## src/rtl/burst_sram_pkg.sv

```systemverilog
// Purpose: shared constants for the two-word burst sram pin link
// Assumes: one 10 MHz core clock; both clock phases modelled as beat slots
// Notes:   widths are defaults, the array depth is shrunk for simulation
package burst_sram_pkg;
    localparam int unsigned WORD_W      = 18;  // narrow configuration
    localparam int unsigned LANE_W      = 9;   // one byte lane
    localparam int unsigned ADDR_W      = 21;  // loaded addresses, x18
    localparam int unsigned BURST_LEN   = 2;   // words per loaded address
    localparam int unsigned ARRAY_AW    = 6;   // simulated depth per array
    localparam int unsigned FIFO_DEPTH  = 16;
    localparam logic        BEAT_TRUE   = 1'b0;  // first beat slot
    localparam logic        BEAT_COMP   = 1'b1;  // second beat slot
    localparam logic        DIR_READ    = 1'b1;
    localparam logic        DIR_WRITE   = 1'b0;
endpackage : burst_sram_pkg

```

## src/rtl/burst_sram_if.sv

```systemverilog
// Purpose: pin bundle between memory controller and burst sram
// Assumes: the bench resolves the shared data wire from the two enables
// Notes:   beat_phase high marks the complementary-clock slot
`timescale 1ns/100ps
interface burst_sram_if #(
    parameter int unsigned WORD_W = 18,
    parameter int unsigned ADDR_W = 21
);
    logic                  beat_phase;        // 0 true edge, 1 complementary edge
    logic                  cycle_load_n;
    logic                  rw_dir;            // 1 read, 0 write
    logic [ADDR_W-1:0]     addr;
    logic [WORD_W/9-1:0]   byte_write_sel_n;
    logic [WORD_W-1:0]     dq_ctrl_out;
    logic                  dq_ctrl_oe;
    logic [WORD_W-1:0]     dq_mem_out;
    logic                  dq_mem_oe;
    logic [WORD_W-1:0]     dq_in;             // resolved wire level
    logic                  read_valid_flag;
    logic                  echo_output_strobe;

    modport ctrl (output beat_phase, cycle_load_n, rw_dir, addr, byte_write_sel_n,
                  dq_ctrl_out, dq_ctrl_oe, input dq_in, read_valid_flag, echo_output_strobe);
    modport mem  (input beat_phase, cycle_load_n, rw_dir, addr, byte_write_sel_n, dq_in,
                  output dq_mem_out, dq_mem_oe, read_valid_flag, echo_output_strobe);
endinterface : burst_sram_if

```

## src/rtl/burst_fifo.sv

```systemverilog
// Purpose: valid/ready fifo, width and depth as parameters
// Assumes: depth is a power of two
// Notes:   full and empty come from pointer distance
`timescale 1ns/100ps
module burst_fifo #(
    parameter int unsigned WIDTH = 18,
    parameter int unsigned DEPTH = 16
) (
    input  wire logic             CORE_CLK_IN,
    input  wire logic             RESETN_IN,
    input  wire logic             CLK_EN_IN,
    input  wire logic             IN_VALID_IN,
    output logic                  IN_READY_OUT,
    input  wire logic [WIDTH-1:0] IN_DATA_IN,
    output logic                  OUT_VALID_OUT,
    input  wire logic             OUT_READY_IN,
    output logic [WIDTH-1:0]      OUT_DATA_OUT
);
    localparam int unsigned PW = $clog2(DEPTH);
    logic [WIDTH-1:0] mem [DEPTH];
    logic [PW:0]      wr_ptr;
    logic [PW:0]      rd_ptr;
    wire              push = IN_VALID_IN && IN_READY_OUT && CLK_EN_IN;
    wire              pop  = OUT_VALID_OUT && OUT_READY_IN && CLK_EN_IN;
    wire [PW:0]       fill = wr_ptr - rd_ptr;
    wire [PW:0]       next_fill = fill + (PW+1)'(push) - (PW+1)'(pop);
    logic             not_full;

    ////////////////////////////////////////////////////////////////
    // flags: full stalls the source; ready comes from a flop, at the
    // price of working out the fill one cycle ahead
    assign IN_READY_OUT  = not_full;
    assign OUT_VALID_OUT = (fill != '0);
    assign OUT_DATA_OUT  = mem[rd_ptr[PW-1:0]];

    // pointers
    always_ff @(posedge CORE_CLK_IN or negedge RESETN_IN)
    begin
        if (!RESETN_IN)
        begin
            wr_ptr   <= '0;
            rd_ptr   <= '0;
            not_full <= 1'b1;
        end
        else
        begin
            not_full <= (next_fill != (PW+1)'(DEPTH));
            if (push) wr_ptr <= wr_ptr + 1'b1;
            if (pop)  rd_ptr <= rd_ptr + 1'b1;
        end
    end

    // storage, no reset needed
    always_ff @(posedge CORE_CLK_IN)
    begin
        if (push) mem[wr_ptr[PW-1:0]] <= IN_DATA_IN;
    end
endmodule : burst_fifo

```

## src/rtl/burst_sram_ctrl.sv

```systemverilog
// Purpose: controller end; queues bursts, drives the beat phase and pins
// Assumes: user pushes whole requests into the fifo
// Notes:   one read word pair returns on RD_DATA_OUT, word order kept
`timescale 1ns/100ps
module burst_sram_ctrl #(
    parameter int unsigned WORD_W = burst_sram_pkg::WORD_W,
    parameter int unsigned ADDR_W = burst_sram_pkg::ADDR_W
) (
    input  wire logic                  CORE_CLK_IN,
    input  wire logic                  RESETN_IN,
    input  wire logic                  CLK_EN_IN,
    input  wire logic                  REQ_VALID_IN,
    output logic                       REQ_READY_OUT,
    input  wire logic                  REQ_READ_IN,
    input  wire logic [ADDR_W-1:0]     REQ_ADDR_IN,
    input  wire logic [2*WORD_W-1:0]   REQ_DATA_IN,
    input  wire logic [2*WORD_W/9-1:0] REQ_SEL_N_IN,
    output logic                       RD_VALID_OUT,
    output logic [2*WORD_W-1:0]        RD_DATA_OUT,
    burst_sram_if.ctrl                 link
);
    localparam int unsigned LN = WORD_W / burst_sram_pkg::LANE_W;
    localparam int unsigned RW = 1 + ADDR_W + 2*WORD_W + 2*LN;
    logic [RW-1:0] q_data;
    logic          q_valid;
    logic          phase;
    logic          second;
    logic [WORD_W-1:0] hi_word;
    logic [LN-1:0]     hi_sel;
    logic [1:0]    rd_pipe;
    logic [1:0]    rd_cap;
    logic [WORD_W-1:0] rd_first;
    logic [WORD_W-1:0] dq_s1;
    logic [WORD_W-1:0] dq_s2;
    logic          vld_s1;
    logic          vld_s2;
    logic          rd_last;

    wire q_rd = q_data[RW-1];
    // a write right after a read would meet the read's second word on
    // the data wire, so one true slot is skipped for the turnaround
    wire hold_wr = rd_last && !q_rd;
    // fifo takes only while the link is on a complementary slot, so the load goes out on the next true slot; hold_wr holds a write back
    wire take = q_valid && !phase && !hold_wr && CLK_EN_IN;

    burst_fifo #(.WIDTH(RW), .DEPTH(burst_sram_pkg::FIFO_DEPTH)) u_fifo (
        .CORE_CLK_IN  (CORE_CLK_IN),
        .RESETN_IN    (RESETN_IN),
        .CLK_EN_IN    (CLK_EN_IN),
        .IN_VALID_IN  (REQ_VALID_IN),
        .IN_READY_OUT (REQ_READY_OUT),
        .IN_DATA_IN   ({REQ_READ_IN, REQ_ADDR_IN, REQ_DATA_IN, REQ_SEL_N_IN}),
        .OUT_VALID_OUT(q_valid),
        .OUT_READY_IN (!phase && !hold_wr),
        .OUT_DATA_OUT (q_data)
    );

    ////////////////////////////////////////////////////////////////
    // drive pins: true slot loads, complementary slot sends word two
    always_ff @(posedge CORE_CLK_IN or negedge RESETN_IN)
    begin
        if (!RESETN_IN)
        begin
            phase                 <= 1'b0;
            second                <= 1'b0;
            hi_word               <= '0;
            hi_sel                <= '1;
            rd_last               <= 1'b0;
            link.beat_phase       <= 1'b1;  // opposite of phase, slots alternate from the first edge
            link.cycle_load_n     <= 1'b1;
            link.rw_dir           <= 1'b1;
            link.addr             <= '0;
            link.byte_write_sel_n <= '1;
            link.dq_ctrl_out      <= '0;
            link.dq_ctrl_oe       <= 1'b0;
        end
        else if (CLK_EN_IN)
        begin
            phase           <= ~phase;
            link.beat_phase <= phase;
            // remember a read load for the turnaround
            if (!phase)
                rd_last <= take && q_rd;
            if (take)
            begin
                link.cycle_load_n     <= 1'b0;
                link.rw_dir           <= q_rd;
                link.addr             <= q_data[RW-2 -: ADDR_W];
                link.dq_ctrl_out      <= q_data[2*LN +: WORD_W];
                link.byte_write_sel_n <= q_data[LN-1:0];
                link.dq_ctrl_oe       <= !q_rd;
                hi_word               <= q_data[2*LN+WORD_W +: WORD_W];
                hi_sel                <= q_data[2*LN-1:LN];
                second                <= !q_rd;
            end
            else
            begin
                link.cycle_load_n     <= 1'b1;
                link.dq_ctrl_out      <= hi_word;
                link.byte_write_sel_n <= second ? hi_sel : {LN{1'b1}};
                link.dq_ctrl_oe       <= second;
                second                <= 1'b0;
            end
        end
    end

    ////////////////////////////////////////////////////////////////
    // read return: pins pass two flops, then pair words
    always_ff @(posedge CORE_CLK_IN or negedge RESETN_IN)
    begin
        if (!RESETN_IN)
        begin
            dq_s1        <= '0;
            dq_s2        <= '0;
            vld_s1       <= 1'b0;
            vld_s2       <= 1'b0;
            rd_cap       <= 2'h0;
            rd_first     <= '0;
            RD_VALID_OUT <= 1'b0;
            RD_DATA_OUT  <= '0;
        end
        else if (CLK_EN_IN)
        begin
            dq_s1  <= link.dq_in;
            dq_s2  <= dq_s1;
            vld_s1 <= link.read_valid_flag;
            vld_s2 <= vld_s1;
            RD_VALID_OUT <= 1'b0;
            if (vld_s2 && rd_cap == 2'h0)
            begin
                rd_first <= dq_s2;
                rd_cap   <= 2'h1;
            end
            else if (vld_s2)
            begin
                RD_DATA_OUT  <= {dq_s2, rd_first};
                RD_VALID_OUT <= 1'b1;
                rd_cap       <= 2'h0;
            end
        end
    end
endmodule : burst_sram_ctrl

```

## src/flat_wrapper.sv

```systemverilog
// flat-port wrapper written by rule: the top's interface ports become plain ports
module burst_sram_ctrl_flat 
#(
    parameter int unsigned WORD_W = burst_sram_pkg::WORD_W,
    parameter int unsigned ADDR_W = burst_sram_pkg::ADDR_W
)
  (CORE_CLK_IN, RESETN_IN, CLK_EN_IN, REQ_VALID_IN, REQ_READY_OUT, REQ_READ_IN, REQ_ADDR_IN, REQ_DATA_IN, REQ_SEL_N_IN, RD_VALID_OUT, RD_DATA_OUT, link_beat_phase, link_cycle_load_n, link_rw_dir, link_addr, link_byte_write_sel_n, link_dq_ctrl_out, link_dq_ctrl_oe, link_dq_in, link_read_valid_flag, link_echo_output_strobe);
  burst_sram_if #(.WORD_W(WORD_W), .ADDR_W(ADDR_W)) link_i ();
  input  wire logic CORE_CLK_IN;
  input  wire logic RESETN_IN;
  input  wire logic CLK_EN_IN;
  input  wire logic REQ_VALID_IN;
  output logic REQ_READY_OUT;
  input  wire logic REQ_READ_IN;
  input  wire logic [ADDR_W-1:0] REQ_ADDR_IN;
  input  wire logic [2*WORD_W-1:0] REQ_DATA_IN;
  input  wire logic [2*WORD_W/9-1:0] REQ_SEL_N_IN;
  output logic RD_VALID_OUT;
  output logic [2*WORD_W-1:0] RD_DATA_OUT;
  output wire logic [$bits(link_i.beat_phase)-1:0] link_beat_phase;
  output wire logic [$bits(link_i.cycle_load_n)-1:0] link_cycle_load_n;
  output wire logic [$bits(link_i.rw_dir)-1:0] link_rw_dir;
  output wire logic [$bits(link_i.addr)-1:0] link_addr;
  output wire logic [$bits(link_i.byte_write_sel_n)-1:0] link_byte_write_sel_n;
  output wire logic [$bits(link_i.dq_ctrl_out)-1:0] link_dq_ctrl_out;
  output wire logic [$bits(link_i.dq_ctrl_oe)-1:0] link_dq_ctrl_oe;
  input wire logic [$bits(link_i.dq_in)-1:0] link_dq_in;
  input wire logic [$bits(link_i.read_valid_flag)-1:0] link_read_valid_flag;
  input wire logic [$bits(link_i.echo_output_strobe)-1:0] link_echo_output_strobe;
  assign link_beat_phase = link_i.beat_phase;
  assign link_cycle_load_n = link_i.cycle_load_n;
  assign link_rw_dir = link_i.rw_dir;
  assign link_addr = link_i.addr;
  assign link_byte_write_sel_n = link_i.byte_write_sel_n;
  assign link_dq_ctrl_out = link_i.dq_ctrl_out;
  assign link_dq_ctrl_oe = link_i.dq_ctrl_oe;
  assign link_i.dq_in = link_dq_in;
  assign link_i.read_valid_flag = link_read_valid_flag;
  assign link_i.echo_output_strobe = link_echo_output_strobe;
  burst_sram_ctrl #(.WORD_W(WORD_W), .ADDR_W(ADDR_W)) u_core (.CORE_CLK_IN(CORE_CLK_IN), .RESETN_IN(RESETN_IN), .CLK_EN_IN(CLK_EN_IN), .REQ_VALID_IN(REQ_VALID_IN), .REQ_READY_OUT(REQ_READY_OUT), .REQ_READ_IN(REQ_READ_IN), .REQ_ADDR_IN(REQ_ADDR_IN), .REQ_DATA_IN(REQ_DATA_IN), .REQ_SEL_N_IN(REQ_SEL_N_IN), .RD_VALID_OUT(RD_VALID_OUT), .RD_DATA_OUT(RD_DATA_OUT), .link(link_i));
endmodule
```

## config.mk

```make
export PLATFORM = sky130hd
export DESIGN_NAME = burst_sram_ctrl_flat
export DESIGN_NICKNAME = d
export VERILOG_FILES = /design/src/rtl/burst_sram_pkg.sv /design/src/rtl/burst_sram_if.sv /design/src/rtl/burst_fifo.sv /design/src/rtl/burst_sram_ctrl.sv /design/src/flat_wrapper.sv
export SDC_FILE = /design/constraint.sdc
export NUM_CORES = 1
export LEC_CHECK = 0
export BUFFER_PORTS_ARGS = -buffer_cell sky130_fd_sc_hd__buf_2
export CORE_ASPECT_RATIO = 1.2
export CORE_MARGIN = 2
export CORE_UTILIZATION = 61
export DETAILED_ROUTE_END_ITERATION = 7
export HOLD_SLACK_MARGIN = 0.08
export PLACE_DENSITY = 0.87
export SLEW_MARGIN = 20
export SYNTH_ARGS = -nofsm -noshare
export SYNTH_HDL_FRONTEND = slang
export SYNTH_SLANG_ARGS = --single-unit
```

## constraint.sdc

```tcl
create_clock -name CORE_CLK_IN -period 5.7 [get_ports CORE_CLK_IN]
set_clock_uncertainty 0.15 [all_clocks]
set_input_delay 0 -clock CORE_CLK_IN [delete_from_list [all_inputs] [get_ports CORE_CLK_IN]]
set_output_delay 0 -clock CORE_CLK_IN [all_outputs]
set_load 0.1 [all_outputs]
```

==> metrics.yaml <==
r2r_slack_ps: 280
grt_usage_pct: 29.9
place_hpwl_um: 51800
synth_nets: 2078
period_needed_ps: 5420
cts_tree: "built"
synthAdderAreaFrac_pct: 0.510
yosysMostFrequentCell: "edfxtp_1"
cts.path.max_buffers: 3
synth_edf_count: 992
antenna_found_initial: 3
cts_setup_buffers: 0
fmax_mhz: 184
syn-mean-instance-area_um2: 22.6
netlist.top_cell.by_area: "edfxtp_1"
area_delta_synth_final_pct: 14.7
end_kind: "register"
slowest_stage: "dfrtp_4"
die_x_um: 251
synth_mux_area_share_pct: 19.2
numPortBuffers: 167
grt_pass1_vias: 23916
design.core.area_um2: 72400
hold_path.class: "in2reg"
rsz0062_at_grt: "no"
clkTransAtPathRegs_ps: 70
cts_root_buffer: "clkbuf_16"
cp.arrival_ps: 5870
nNetsFinal: 2406
htreeDepth: 3
start_util_pct: 61.7
r2r-end: "u_core.u_fifo.IN_READY_OUT"
synth_top_family_by_area: "multiplexers"
die_h_um: 300
hold_ws_ps: 98.4
ys_types: 48
grt-ovfl-total: 0
synth_warnings: 0
synth-seq-area-share_pct: 76.4
dieArea_um2: 75400
fp-row-count: 108
yosys-top-cells-area: "edfxtp_1 67%, mux4_2 14%, dfrtp_1 9.2%"
worstPathRequired_ps: 6150
wl_per_cell_um: 33.3
drv_cap: 0
slew_viol_final: 0
synth_xor_area_share_pct: 0.356
worstSetupStartpointType: "register"
reg2reg_from: "u_core.u_fifo.rd_ptr[0]"
synth_compound_area_share_pct: 1.11
setup_viol: 0
p_leak_nw: 17.4
total_power_mw: 27.4
drc: 0
vias: 22547
cts_buffers: 104
whs_endpoint: "u_core.u_fifo.mem[1][44]"
cpMostUsedCell: "ha_1"
ios: 169
via_per_inst: 6.78
drive_gt1_share_pct: 35.0
drt_iter0_drc: 2776
synth_flop_cell: "edfxtp_1"
wirelength_um: 111000
synth_top_area_share_pct: 66.7
grt_max_degree: 111
vdd_ir_drop_max_uv: 441
outcome: "finished clean"
ctsResizeCount: 0
place.gp.congestion: 0.794
min_path_cells: 2
ys_top_cells_by_count: "992 x edfxtp_1, 273 x mux4_2, 165 x dfrtp_1"
drtAntennaViolNets: 0
path_class: "reg2reg"
dr.pass1.iters: 5
cp_max_fo: 26
tightest_slew_ps: 1180
numClockSinks: 1165
netlist_area_um2: 44700
power_density_nw_per_um2: 535
rr_worst_depth: 19
crit_chain: "ha_1 -> inv_1 -> a21o_1 -> a21oi_1 -> xor2_1 -> ha_1 -> nand3b_1 -> a211oi_1 -> nor3_2 -> and2_4 -> ha_1 -> inv_1 -> ha_1 -> fa_1 -> a21oi_1 -> o21bai_1 -> xnor3_1 -> xnor3_1 -> nand3b_1"
hold_viol: 0
yosys.area_share.simple_pct: 1.23
syn_inst: 1975
synth-seq-cells: 1165
worstSkewPairLatency_ps: 690
max_stage_delay_ps: 850
setup-tns-final_ps: 0
ys_async_sr_fraction_pct: 14.8
hold_start: "REQ_ADDR_IN[4]"
slew-limit-headroom_pct: 21.3
grt_pass1_wl_um: 161000
fin_crit_sh_pct: 95.1
-- sequential cells by signal (all words and copies together), names as in the netlist, 2 cells and up --
| register | cells |
|---|---|
| u_core.hi_sel | 2 |
| u_core.link.byte_write_sel_n | 2 |
| u_core.hi_word | 18 |
| u_core.dq_s1 | 18 |
| u_core.u_fifo.mem | 992 |
| u_core.RD_DATA_OUT | 36 |
| u_core.link.dq_ctrl_out | 18 |
| u_core.rd_first | 18 |
| u_core.u_fifo.wr_ptr | 5 |
| u_core.u_fifo.rd_ptr | 5 |
| u_core.dq_s2 | 18 |
| u_core.link.addr | 21 |
-- how the worst max path moves through the flow --
stage / cells past startpoint / slack, ps / endpoint / startpoint
6_report: 19 / 280 / u_core.u_fifo.IN_READY_OUT / u_core.u_fifo.rd_ptr[0]
5_1_grt: 19 / 110 / u_core.u_fifo.IN_READY_OUT / u_core.u_fifo.rd_ptr[0]
4_1_cts: 19 / 420 / u_core.u_fifo.IN_READY_OUT / u_core.u_fifo.rd_ptr[0]
3_5_place_dp: 19 / 670 / u_core.u_fifo.IN_READY_OUT / u_core.u_fifo.rd_ptr[1]
3_3_place_gp: 19 / 920 / u_core.u_fifo.IN_READY_OUT / u_core.u_fifo.rd_ptr[1]
2_1_floorplan: 23 / 510 / u_core.u_fifo.IN_READY_OUT / u_core.u_fifo.rd_ptr[2]
-- layer usage --
metal	GRT usage [%]	vias to the layer above	part of all wire, %
met5	0	-	0.0063
met4	12.8	2	4.0
met3	6.11	304	9.1
met2	50.7	1570	52
met1	38.1	11827	35
li1	-	8844	-
-- repair_timing --
action | in CTS | in global routing
hold buffers | 122 | 0
setup endpoints to repair | 0 | 0
hold endpoints to repair | 1197 | 0
-- per-stage QoR --
stage / instance area (um2) / utilization [%] / setup WS, ps / instances
after floorplan: 44700 / - / 510 / 1975
after global routing: 51200 / 70.7 / 108 / 3326
final: 51200 / 70.7 / 279 / 3327
after detailed placement: 46500 / 64.3 / 669 / 3010
after global placement: 46500 / 64.3 / 916 / 3010
after CTS: 51200 / 70.7 / 422 / 3324
-- worst max-delay path, delay by kind of cell, from the launching register on --
| family | cells | cell delay [ps] |
|---|---|---|
| fa+ha+maj | 5 | 1560 |
| compound gates | 5 | 1140 |
| flops | 1 | 850 |
| xor+xnor | 3 | 770 |
| simple gates | 4 | 730 |
| buf+inv | 2 | 110 |
-- logic make-up after synthesis --
logic type      count (synthesis)
flops                        1165
mux                           479
compound gates                 74
xor+xnor                       15
buf+inv                       117
fa+ha+maj                      17
simple gates                  108
-- layout by cell type, fill, tap and decap left out, drive strengths merged, types with 3 or more instances in the layout --
master / count
a21oi: 4
a22oi: 3
and2: 18
and3: 3
buf: 202
bufinv: 8
clkbuf: 142
clkinv: 38
clkinvlp: 4
dfrtp: 165
dfstp: 8
diode: 3
dlygate4sd3: 121
edfxtp: 992
ha: 15
inv: 16
mux2: 168
mux2i: 38
mux4: 273
nand2: 15
nand3: 29
nor2: 24
nor2b: 4
nor3: 3
o21ai: 23
o221ai: 17
o22ai: 19
xnor2: 7
xor2: 6
-- power breakdown --
group          switching (mW)  internal (mW)  leakage, nW
combinational            5.94           3.60         4.78
clock                    3.12           3.97         1.69
sequential              0.596           10.2         11.0
total                    9.65           17.7         17.4
-- final cells by class --
type | count | area [um2]
Sequential cell | 1165 | 34100
Fill cell | 3955 | 21200
Multi-Input combinational cell | 693 | 10100
Clock buffer | 141 | 2930
Timing Repair Buffer | 324 | 2360
Tap cell | 935 | 1170
Clock inverter | 51 | 513
Inverter | 15 | 58.8
Antenna cell | 3 | 7.51
No activity file was read; power rests on OpenSTA's default activity.
